$ cat src/exec_pkg.sv
// Shared constants and types for the shift, move and indirect load unit
package exec_pkg;
  // Register byte offsets on the Avalon slave
  localparam logic [7:0] OFS_CMD = 8'h00;
  localparam logic [7:0] OFS_STATUS = 8'h04;
  localparam logic [7:0] OFS_WREG = 8'h08;
  localparam logic [7:0] OFS_BANK = 8'h0C;
  localparam logic [7:0] OFS_PTR0 = 8'h10;
  localparam logic [7:0] OFS_PTR1 = 8'h14;
  // Command register field positions
  localparam int CMD_OP_LSB = 0;
  localparam int CMD_DEST_BIT = 4;
  localparam int CMD_SEL_BIT = 5;
  localparam int CMD_MODE_LSB = 6;
  localparam int CMD_ARG_LSB = 8;
  // Status register bit positions
  localparam int ST_BUSY_BIT = 0;
  localparam int ST_CARRY_BIT = 1;
  localparam int ST_ZERO_BIT = 2;
  // Reset values
  localparam logic [15:0] RST_CMD = 16'h0000;
  localparam logic [7:0] RST_WREG = 8'h00;
  localparam logic [4:0] RST_BANK = 5'h00;
  localparam logic [15:0] RST_PTR = 16'h0000;
  // Instruction selector held in the command register
  typedef enum logic [2:0] {
    OP_NONE = 3'h0,
    OP_SHIFT = 3'h1,
    OP_MOVE = 3'h2,
    OP_IND = 3'h3,
    OP_IND_REL = 3'h4
  } op_t;
  // Pointer update mode codes
  typedef enum logic [1:0] {
    PRE_INC = 2'h0,
    PRE_DEC = 2'h1,
    POST_INC = 2'h2,
    POST_DEC = 2'h3
  } mode_t;
endpackage : exec_pkg

$ cat src/exec_if.sv
// Interface joining the sequencer to its datapath and pointer units
`timescale 1ns/10ps
`default_nettype none
interface exec_if;
  exec_pkg::op_t op;        // Instruction being executed
  logic [7:0] operand;      // Byte read from data memory
  logic carry_in;           // Carry before the instruction
  logic [7:0] result;       // Byte to store
  logic carry_out;          // Carry after the instruction
  logic zero_out;           // Result is zero
  logic [15:0] ptr_in;      // Selected pointer value
  exec_pkg::mode_t mode;    // Pointer update mode
  logic [5:0] offset;       // Signed relative offset
  logic relative;           // Relative offset form
  logic [15:0] eff_addr;    // Effective address
  logic [15:0] ptr_next;    // Pointer after the load
  modport ctl (output op, operand, carry_in, ptr_in, mode, offset, relative,
               input result, carry_out, zero_out, eff_addr, ptr_next);
  modport alu (input op, operand, carry_in, output result, carry_out, zero_out);
  modport ptr (input ptr_in, mode, offset, relative, output eff_addr, ptr_next);
endinterface : exec_if
`default_nettype wire

$ cat src/shift_move_alu.sv
// Result and flag logic for the shift, move and indirect load
`timescale 1ns/10ps
`default_nettype none
module shift_move_alu (
  exec_if.alu ex // Operand in, result and flags out
);
  // Shift pulls a zero into the top; everything else passes through
  always_comb begin
    if (ex.op == exec_pkg::OP_SHIFT) begin
      ex.result = {1'b0, ex.operand[7:1]};
      ex.carry_out = ex.operand[0];
    end else begin
      // Move and indirect load leave carry alone
      ex.result = ex.operand;
      ex.carry_out = ex.carry_in;
    end
    ex.zero_out = (ex.result == 8'h00);
  end
endmodule : shift_move_alu
`default_nettype wire

$ cat src/pointer_step.sv
// Effective address and pointer update for the indirect load
`timescale 1ns/10ps
`default_nettype none
module pointer_step (
  exec_if.ptr px // Pointer and mode in, address and new pointer out
);
  // Sign extends the six-bit offset to pointer width
  function automatic logic [15:0] sext6(input logic [5:0] k);
    sext6 = {{10{k[5]}}, k};
  endfunction : sext6

  // Plain 16-bit arithmetic, so both ends wrap around by themselves
  always_comb begin
    if (px.relative) begin
      px.eff_addr = px.ptr_in + sext6(px.offset);
      px.ptr_next = px.ptr_in;
    end else begin
      unique case (px.mode)
        exec_pkg::PRE_INC: begin
          px.eff_addr = px.ptr_in + 16'h0001;
          px.ptr_next = px.ptr_in + 16'h0001;
        end
        exec_pkg::PRE_DEC: begin
          px.eff_addr = px.ptr_in - 16'h0001;
          px.ptr_next = px.ptr_in - 16'h0001;
        end
        exec_pkg::POST_INC: begin
          px.eff_addr = px.ptr_in; // Use then step
          px.ptr_next = px.ptr_in + 16'h0001;
        end
        exec_pkg::POST_DEC: begin
          px.eff_addr = px.ptr_in; // Use then step
          px.ptr_next = px.ptr_in - 16'h0001;
        end
      endcase
    end
  end
endmodule : pointer_step
`default_nettype wire

$ cat src/shift_move_indirect_exec.sv
// Sequencer, Avalon register slave and memory port of the exec unit
//
// The implementer's own choices: register access over Avalon-MM and the register offsets.
`timescale 1ns/10ps
`default_nettype none
module shift_move_indirect_exec (
  input wire logic core_clk,              // Core clock, 10 MHz
  input wire logic sys_rst,               // Asynchronous reset, active high
  input wire logic [7:0] avs_address,     // Byte address
  input wire logic avs_read,              // Read request
  input wire logic avs_write,             // Write request
  input wire logic [31:0] avs_writedata,  // Write data
  input wire logic [3:0] avs_byteenable,  // Byte lanes of a write
  output logic [31:0] avs_readdata,       // Read data
  output logic avs_waitrequest,           // Slave not ready
  output logic [15:0] mem_addr,           // Data memory address
  output logic mem_rd,                    // Data memory read strobe
  output logic mem_wr,                    // Data memory write strobe
  output logic [7:0] mem_wdata,           // Data memory write byte
  input wire logic [7:0] mem_rdata        // Byte, valid cycle after mem_rd
);
  // Sequencer states, one-hot
  typedef enum logic [4:0] {
    ST_IDLE = 5'b00001,
    ST_ISSUE = 5'b00010,
    ST_READ = 5'b00100,
    ST_DONE = 5'b01000,
    ST_WBACK = 5'b10000
  } state_t;

  // All state of the block
  typedef struct packed {
    state_t st;          // Sequencer state
    logic ack;           // Bus answer given this cycle
    logic waitreq;       // Registered waitrequest
    logic [31:0] rdata;  // Registered read data
    logic [15:0] cmd;    // Last command word
    logic [7:0] wreg;    // Working register
    logic carry;         // Carry flag
    logic zero;          // Zero flag
    logic [4:0] bank;    // Current bank
    logic [15:0] ptr0;   // Pointer 0
    logic [15:0] ptr1;   // Pointer 1
    logic [15:0] maddr;  // Memory address
    logic mrd;           // Memory read strobe
    logic mwr;           // Memory write strobe
    logic [7:0] mwdata;  // Memory write byte
  } core_t;

  core_t cur; // Registered state
  core_t nxt; // Next state
  exec_if ex (); // Link to the datapath units

  // Merges write data into an old word lane by lane
  function automatic logic [31:0] merge_be(input logic [31:0] old_v,
                                           input logic [31:0] new_v,
                                           input logic [3:0] be);
    logic [31:0] m;
    m = old_v;
    for (int i = 0; i < 4; i++) begin
      if (be[i]) begin
        m[i*8 +: 8] = new_v[i*8 +: 8];
      end
    end
    merge_be = m;
  endfunction : merge_be

  // Command fields
  exec_pkg::op_t cmd_op; // Instruction
  logic cmd_dest;        // Destination select
  logic cmd_sel;         // Pointer index
  logic [6:0] cmd_file;  // File address within bank
  assign cmd_op = exec_pkg::op_t'(cur.cmd[exec_pkg::CMD_OP_LSB +: 3]);
  assign cmd_dest = cur.cmd[exec_pkg::CMD_DEST_BIT];
  assign cmd_sel = cur.cmd[exec_pkg::CMD_SEL_BIT];
  assign cmd_file = cur.cmd[exec_pkg::CMD_ARG_LSB +: 7];

  // Feed the units from the command and the memory byte
  assign ex.op = cmd_op;
  assign ex.operand = mem_rdata;
  assign ex.carry_in = cur.carry;
  assign ex.ptr_in = cmd_sel ? cur.ptr1 : cur.ptr0;
  assign ex.mode = exec_pkg::mode_t'(cur.cmd[exec_pkg::CMD_MODE_LSB +: 2]);
  assign ex.offset = cur.cmd[exec_pkg::CMD_ARG_LSB +: 6];
  assign ex.relative = (cmd_op == exec_pkg::OP_IND_REL);

  shift_move_alu u_alu (
    .ex (ex.alu)
  );

  pointer_step u_ptr (
    .px (ex.ptr)
  );

  // Bus decode helpers
  logic bus_req;       // Read or write pending
  logic busy;          // Instruction in flight
  logic stall;         // Write refused until idle
  logic is_ind;        // Command holds an indirect load
  logic [31:0] rdv;    // Current value at the bus address
  logic [31:0] wm;     // Merged write word
  assign bus_req = avs_read | avs_write;
  assign busy = (cur.st != ST_IDLE);
  // Writes wait while busy so software never races the sequencer
  assign stall = avs_write & busy;
  assign is_ind = (cmd_op == exec_pkg::OP_IND) | (cmd_op == exec_pkg::OP_IND_REL);

  // Read view of the register map; unmapped reads as zero
  always_comb begin
    rdv = '0;
    unique case (avs_address)
      exec_pkg::OFS_CMD: rdv[15:0] = cur.cmd;
      exec_pkg::OFS_STATUS: begin
        rdv[exec_pkg::ST_BUSY_BIT] = busy;
        rdv[exec_pkg::ST_CARRY_BIT] = cur.carry;
        rdv[exec_pkg::ST_ZERO_BIT] = cur.zero;
      end
      exec_pkg::OFS_WREG: rdv[7:0] = cur.wreg;
      exec_pkg::OFS_BANK: rdv[4:0] = cur.bank;
      exec_pkg::OFS_PTR0: rdv[15:0] = cur.ptr0;
      exec_pkg::OFS_PTR1: rdv[15:0] = cur.ptr1;
      default: rdv = '0;
    endcase
    wm = merge_be(rdv, avs_writedata, avs_byteenable);
  end

  // Next state: bus slave and instruction sequencer
  always_comb begin
    nxt = cur;
    nxt.ack = 1'b0;
    nxt.mrd = 1'b0;
    nxt.mwr = 1'b0;
    // Answer once per request, one cycle after it is seen
    if (bus_req && !cur.ack && !stall) begin
      nxt.ack = 1'b1;
      if (avs_read) begin
        nxt.rdata = rdv;
      end
      if (avs_write) begin
        unique case (avs_address)
          exec_pkg::OFS_CMD: begin
            nxt.cmd = wm[15:0];
            // Known opcodes start; others are only stored
            if (wm[2:0] != 3'h0 && wm[2:0] <= 3'h4) begin
              nxt.st = ST_ISSUE;
            end
          end
          exec_pkg::OFS_WREG: nxt.wreg = wm[7:0];
          exec_pkg::OFS_BANK: nxt.bank = wm[4:0];
          exec_pkg::OFS_PTR0: nxt.ptr0 = wm[15:0];
          exec_pkg::OFS_PTR1: nxt.ptr1 = wm[15:0];
          default: ; // Status is read-only; unmapped writes vanish
        endcase
      end
    end
    nxt.waitreq = !nxt.ack;
    // Sequencer
    unique case (cur.st)
      ST_IDLE: ;
      ST_ISSUE: begin
        // Indirect goes through the pointer; the port itself holds nothing
        nxt.maddr = is_ind ? ex.eff_addr : {4'h0, cur.bank, cmd_file};
        nxt.mrd = 1'b1;
        nxt.st = ST_READ;
      end
      ST_READ: nxt.st = ST_DONE;
      ST_DONE: begin
        nxt.zero = ex.zero_out;
        nxt.carry = ex.carry_out;
        nxt.st = ST_IDLE;
        if (is_ind) begin
          nxt.wreg = ex.result;
          if (cmd_sel) begin
            nxt.ptr1 = ex.ptr_next;
          end else begin
            nxt.ptr0 = ex.ptr_next;
          end
        end else if (cmd_dest) begin
          nxt.mwr = 1'b1;
          nxt.mwdata = ex.result;
          nxt.st = ST_WBACK;
        end else begin
          nxt.wreg = ex.result;
        end
      end
      ST_WBACK: nxt.st = ST_IDLE;
    endcase
  end

  // State register
  always_ff @(posedge core_clk or posedge sys_rst) begin
    if (sys_rst) begin
      cur <= '{st: ST_IDLE, ack: 1'b0, waitreq: 1'b1, rdata: '0,
               cmd: exec_pkg::RST_CMD, wreg: exec_pkg::RST_WREG,
               carry: 1'b0, zero: 1'b0, bank: exec_pkg::RST_BANK,
               ptr0: exec_pkg::RST_PTR, ptr1: exec_pkg::RST_PTR,
               maddr: 16'h0000, mrd: 1'b0, mwr: 1'b0, mwdata: 8'h00};
    end else begin
      cur <= nxt;
    end
  end

  // Outputs straight from the state register
  assign avs_readdata = cur.rdata;
  assign avs_waitrequest = cur.waitreq;
  assign mem_addr = cur.maddr;
  assign mem_rd = cur.mrd;
  assign mem_wr = cur.mwr;
  assign mem_wdata = cur.mwdata;

  // Reference values for the checks below
  logic [7:0] shift_ref; // Expected shifted byte
  logic lsb_ref;         // Expected carry
  logic [15:0] rel_ref;  // Expected relative address
  logic issue_ind;       // Indirect issue without offset
  assign shift_ref = {1'b0, mem_rdata[7:1]};
  assign lsb_ref = mem_rdata[0];
  assign rel_ref = ex.ptr_in + {{10{ex.offset[5]}}, ex.offset};
  assign issue_ind = (cur.st == ST_ISSUE) && (cmd_op == exec_pkg::OP_IND);
endmodule : shift_move_indirect_exec
`default_nettype wire

$ cat config.mk
export PLATFORM = sky130hd
export DESIGN_NAME = shift_move_indirect_exec
export DESIGN_NICKNAME = d
export VERILOG_FILES = /design/src/exec_pkg.sv /design/src/exec_if.sv /design/src/shift_move_alu.sv /design/src/pointer_step.sv /design/src/shift_move_indirect_exec.sv
export SDC_FILE = /design/constraint.sdc
export NUM_CORES = 1
export LEC_CHECK = 0
export BUFFER_PORTS_ARGS = -buffer_cell sky130_fd_sc_hd__clkbuf_2
export CORE_MARGIN = 2
export CORE_UTILIZATION = 57
export DETAILED_ROUTE_END_ITERATION = 8
export PLACE_DENSITY_LB_ADDON = 0.08
export SYNTH_ARGS = -nofsm -noshare
export SYNTH_HDL_FRONTEND = slang
export SYNTH_SLANG_ARGS = --single-unit
$ cat constraint.sdc
create_clock -name core_clk -period 5.65 [get_ports core_clk]
set_input_delay 1.13 -clock core_clk [delete_from_list [all_inputs] [get_ports core_clk]]
set_output_delay 1.13 -clock core_clk [all_outputs]
set_load 0.1 [all_outputs]
# Yosys cells after proc, flatten, opt, wreduce, memory -nomap -nowiden
# Index checks and enable logic that the tools add are counted.
[word_totals] in_bits=56 mem_count=0 ramBits=0 latch_bits=0 ff_bits=112 out_inout_bits=59 word_cells=101 romBits=0
[classes] mul=0 magnitude_cmp=1 addsub=3 n_div=0 n_eq_ne=16 shift=0 n_mux=39 n_reduce_logical=23 n_bitwise=4
[op_table] operator="$mux W16" n=8
[op_table] operator="$mux W32" n=4
[op_table] operator="$mux W8" n=8
[op_table] operator="$pmux W16 S3" n=1
[op_table] operator="$pmux W16 S2" n=1
[op_table] operator="$mux W9" n=3
[op_table] operator="$mux W5" n=5
[op_table] operator="$pmux W8 S3" n=1
[op_table] operator="$pmux W5 S4" n=1
[op_table] operator="$reduce_bool A5 Y1" n=4
[op_table] operator="$pmux W3 S6" n=1
[op_table] operator="$add A16 B1 Y16 const B" n=1
[op_table] operator="$add A16 B16 Y16" n=1
[op_table] operator="$eq A8 B4 Y1 const B" n=2
[op_table] operator="$eq A8 B5 Y1 const B" n=2
[op_table] operator="$logic_not A8 Y1" n=2
[op_table] operator="$sub A16 B1 Y16 const B" n=1
[op_table] operator="$pmux W3 S4" n=1
[op_table] operator="$mux W10" n=1
[op_table] operator="$pmux W2 S5" n=1
[op_table] operator="$reduce_and A3 Y1" n=3
[op_table] operator="$eq A8 B3 Y1 const B" n=1
[op_table] operator="$mux W6" n=1
[op_table] operator="$reduce_or A2 Y1" n=3
[op_table] operator="21 further kinds" n=29

# Longest topological paths before layout
[logic_depth] depth_word=10 ltp_mapped=17 ltp_nobuf=13

# Modules after synthesis
# Synthesis repeated with hierarchy kept, for this count alone.
[unflattened] cells_unflattened=875 hier_area_um2=8122.8
[modules_own_cells] mod="shift_move_indirect_exec" cells_per_inst=609 seq_area_each_um2=2805.2 area_each_um2=6224.7 instances=1
[modules_own_cells] mod="pointer_step" cells_per_inst=251 seq_area_each_um2=0.0 area_each_um2=1750.4 instances=1
[modules_own_cells] mod="shift_move_alu" cells_per_inst=15 seq_area_each_um2=0.0 area_each_um2=147.6 instances=1

# Worst setup path after synthesis
# No wires, ideal clock.
[synth_timing] path_kind="register to register" from="reg cur, in the netlist cmd_sel" to="reg cur, in the netlist mem_addr[14]" t_required_ns=5.585 period_less_slack_ns=3.501 path_stages_with_launch=18 t_arrival_ns=3.436 n_path_buf=4 setup_slack_ns=2.149 setup_ns=0.065 path_cell_list="dfrtp_1 -> buf_4 -> buf_4 -> buf_4 -> buf_2 -> mux2i_1 -> inv_1 -> ha_1 -> inv_1 -> fa_1 -> nor2b_1 -> o2111ai_1 -> nand4_1 -> a32o_1 -> o41ai_1 -> o21ba_2 -> mux2i_1 -> o22a_1"
[synth_between] elab_chain_len=5 elab_cells_between_ends=7 cone_classes="add/sub (3); mux (4)"
[synth_rtl] item="start: declaration" line="shift_move_indirect_exec.sv:50" text="core_t cur;"
[synth_rtl] item="start signal: assignment" line="shift_move_indirect_exec.sv:193" text="cur <= '{st: ST_IDLE, ack: 1'b0, waitreq: 1'b1, rdata: '0,"
[synth_rtl] item="start signal: assignment" line="shift_move_indirect_exec.sv:199" text="cur <= nxt;"
[synth_rtl] item="$mux W16 *" line="shift_move_indirect_exec.sv:82" text="assign ex.ptr_in = cmd_sel ? cur.ptr1 : cur.ptr0;"
[synth_rtl] item="$sub A16 B1 Y16 / $add A16 B1 Y16 (equally long branches)" line="pointer_step.sv:24, pointer_step.sv:20"
[synth_rtl] item="$pmux W16 S3" line="pointer_step.sv:18" text="unique case (px.mode)"
[synth_rtl] item="$mux W16 *" line="pointer_step.sv:14" text="if (px.relative) begin"
[synth_rtl] item="$mux W16 *" line="shift_move_indirect_exec.sv:162" text="nxt.maddr = is_ind ? ex.eff_addr : {4'h0, cur.bank, cmd_file};"
# Mark *: on every way between the ends. The rest lies on a longest branch, timed or not.
# A chain may end at the register's enable or synchronous reset.

# Worst setup path after layout
[layout_timing] from="reg cur, in the netlist cmd_sel" to="reg cur, in the netlist mem_addr[13]"
# The elaborated chain is that of the path after synthesis.

==> out/metrics.yaml <==
status:
  status: "finished, final reports clean"
floorplan:
  chipHeight_um: 122
  core_area_sq_um: 13700
  die_area_sq_um: 14800
  fp.dieW_um: 122
  ioPinCount: 115
  num_rows: 43
  start_util_pct: 57.6
placed_design:
  dp_worst_setup_slack_ns: 1.75
  port_buffers: 80
  dp.cells: 1067
  dpl_cell_area_sq_um: 8030
  place_hpwl_mm: 15.0
  gp_congestion: 0.907
setup_path:
  crit_type: "reg -> reg"
  cpMostUsedCell: "o21ai_0"
  crit_slowest_cell: "dfrtp_1"
  r2r_cells: 12
  crit_required_ns: 5.88
  worstSetupStartpointType: "flop"
  cp_max_fo: 21
  slowest_delay_ns: 0.73
  crit_arrival_ns: 4.22
  critPathCaptureType: "flop"
  crit_chain: "buf_4 -> mux2i_1 -> inv_1 -> ha_1 -> o21a_1 -> o21ai_0 -> a21oi_1 -> o41ai_1 -> o21ai_0 -> nor2_1 -> xor2_1 -> o221ai_1"
synthesis:
  synth_edf_count: 0
  synth-seq-cells: 112
  synth_area_sq_um: 7910
  ys.flop_type: "dfrtp_1"
  synth_cell_types: 75
  ys_seq_area_share_pct: 35.5
  synth-async-reset-ratio_pct: 100
  synth.avg_cell_area_sq_um: 8.96
  syn_inst: 883
  yosys_warnings: 0
cts:
  cts_setup_buffers: 0
  numCtsBuffers: 9
  cts-htree-levels: 3
  cts_buffer_depth: 2
  cts_resized: 0
  cts_tree: "done"
  cts_hold_buf: 0
  clkTransAtPathRegs_ns: 0.08
  cts-root-buf: "clkbuf_16"
  clock-sinks: 112
  clk_latency_ns: 0.37
final_layout:
  fin_util_pct: 60.8
  antenna_cells: 0
  final_common_cell: "dfrtp_1"
  fillers: 1250
  regArea_sq_um: 2810
  area_delta_synth_final_pct: 5.55
  drive_above_1_share_pct: 17.5
  final_area_sq_um: 8350
  finalNonFillerCells: 1083
  multiInputGateArea_sq_um: 4400
  most-common-layout-cells: "110 x dfrtp_1, 100 x nand2_1, 80 x clkbuf_2, 76 x nor2_1, 67 x o21ai_0"
  nNetsFinal: 972
route:
  via_count: 6538
  routed_via_density: 6.04
  drcViolationCount: 0
  drt_first_iter_violations: 543
  wl_met2_mm: 9.81
  maxUsedRoutingLayer: "met4"
  wire_per_inst_um: 18.6
  met1_length_mm: 8.65
  drt-total-wl_mm: 20.1
  drtPass1Iterations: 6
  postRouteAntennaNets: 0
  wl_met3_mm: 1.03
timing:
  timing.final.crit_share_pct: 70.6
  max_freq_mhz: 251
  fin_crit_ns: 3.99
  final_max_slew_viol_count: 0
  tightestPinTransition_ns: 1.07
  relSlewSlack_pct: 28.8
  setup_slack_ns: 1.66
  setup_viol: 0
  clock_skew_ns: 0.00965
  setup_tns_ns: 0
  finalHoldViolCount: 0
  rsz0062_at_grt: "no"
global_routing:
  overflow: 0
  grt_pass1_vias: 6195
  grt.total_usage_pct: 27.8
  antenna_found_initial: 0
  grt_pass1_wl_mm: 32.2
  grt_max_degree: 62
worst_hold_path:
  hp-class: "reg -> reg"
  whs_path_depth: 2
power:
  irDropWorstVdd_mv: 0.150
  power_density_nw_per_um2: 241
  total_leakage_power_nw: 3.81
job:
  cap_violations: 0
[routing by layer]
layer | vias up | global-route usage, %
li1 | 3109 | -
met1 | 3174 | 36.3
met2 | 219 | 45.7
met3 | 36 | 4.31
met4 | 0 | 12.2
met5 | - | 0
[synth_stat cells (all sizes together), types with 6 or more instances]
master	count	area (sq um)
a21o	6	45.0
nand2	102	388
ha	17	213
mux2	47	537
nor2	76	285
xor2	8	70.1
nand3b	6	45.0
nor3	15	80.1
nor4	7	95.1
nand2b	17	106
o21ai	73	369
a211oi	10	75.1
xnor2	34	298
buf	75	536
nand4	6	37.5
a222oi	10	100
dfrtp	110	2750
a22oi	12	90.1
clkbuf	25	93.8
o211ai	6	45.0
mux2i	49	498
nand3	9	45.0
inv	34	128
a21oi	43	215
[flip-flops by register name, indices dropped and copies added, names as in the netlist]
register,flops
mem_wr,1
cmd_sel,1
cmd_file,7
mem_rd,1
ex.carry_in,1
avs_waitrequest,1
mem_addr,16
cur,56
avs_readdata,16
cmd_op,3
cmd_dest,1
mem_wdata,8
[final timing paths]
path / start / endpoint / slack, ns
worst max register to register: cmd_sel$_DFFE_PP0P_ / mem_addr[13]$_DFFE_PP0P_ / 1.66
min in group asynchronous: sys_rst / cur[125]$_DFFE_PP0P_ / 0.89
worst min register to register: mem_wdata[3]$_DFFE_PP0P_ / mem_wdata[3]$_DFFE_PP0P_ / 0.48
worst min-delay path: mem_wdata[3]$_DFFE_PP0P_ / mem_wdata[3]$_DFFE_PP0P_ / 0.48
max in group asynchronous: sys_rst / cur[26]$_DFF_PP0_ / 3.59
worst max-delay path: cmd_sel$_DFFE_PP0P_ / mem_addr[13]$_DFFE_PP0P_ / 1.66
[report_power, final]
| part | internal, mW | switching [mW] |
|---|---|---|
| Clock | 0.363 | 0.319 |
| Combinational | 0.170 | 0.306 |
| Sequential | 0.823 | 0.0276 |
[kinds of logic after synthesis]
| logic type | after synthesis | share of synthesized area (%) |
|---|---|---|
| and+or+nand+nor | 271 | 17.1 |
| AOI/OAI and AO/OA | 209 | 17.2 |
| buffers and inverters | 134 | 9.57 |
| DFF | 112 | 35.5 |
| muxes | 96 | 13.1 |
| xor gates and xnor gates | 42 | 4.65 |
| adders and majority gates | 18 | 2.94 |
| other | 1 | 0.0474 |
[through the flow]
| step | hold slack [ns] | total power [mW] |
|---|---|---|
| global placement | 0.463 | 1.32 |
| floorplan | 0.450 | 1.24 |
| global route | 0.522 | 2.10 |
| finish | 0.483 | 2.01 |
| CTS | 0.488 | 2.01 |
| detailed placement | 0.470 | 1.34 |
[critical path: cells and delay by family (launching register included)]
family,cells,cell delay [ns]
fa+ha+maj,1,0.39
flops,1,0.73
mux,1,0.40
xor+xnor,1,0.19
buf+inv,2,0.56
simple gates,1,0.22
compound gates,6,1.36
[area by class of cell]
class                           instances  area share, %
Tap cell                              180           2.70
Timing Repair Buffer                   89           5.61
Clock inverter                          6          0.929
Clock buffer                           10           2.86
Sequential cell                       112           33.6
Multi-Input combinational cell        652           52.7
Inverter                               34           1.56
No activity file was read; power rests on OpenSTA's default activity.
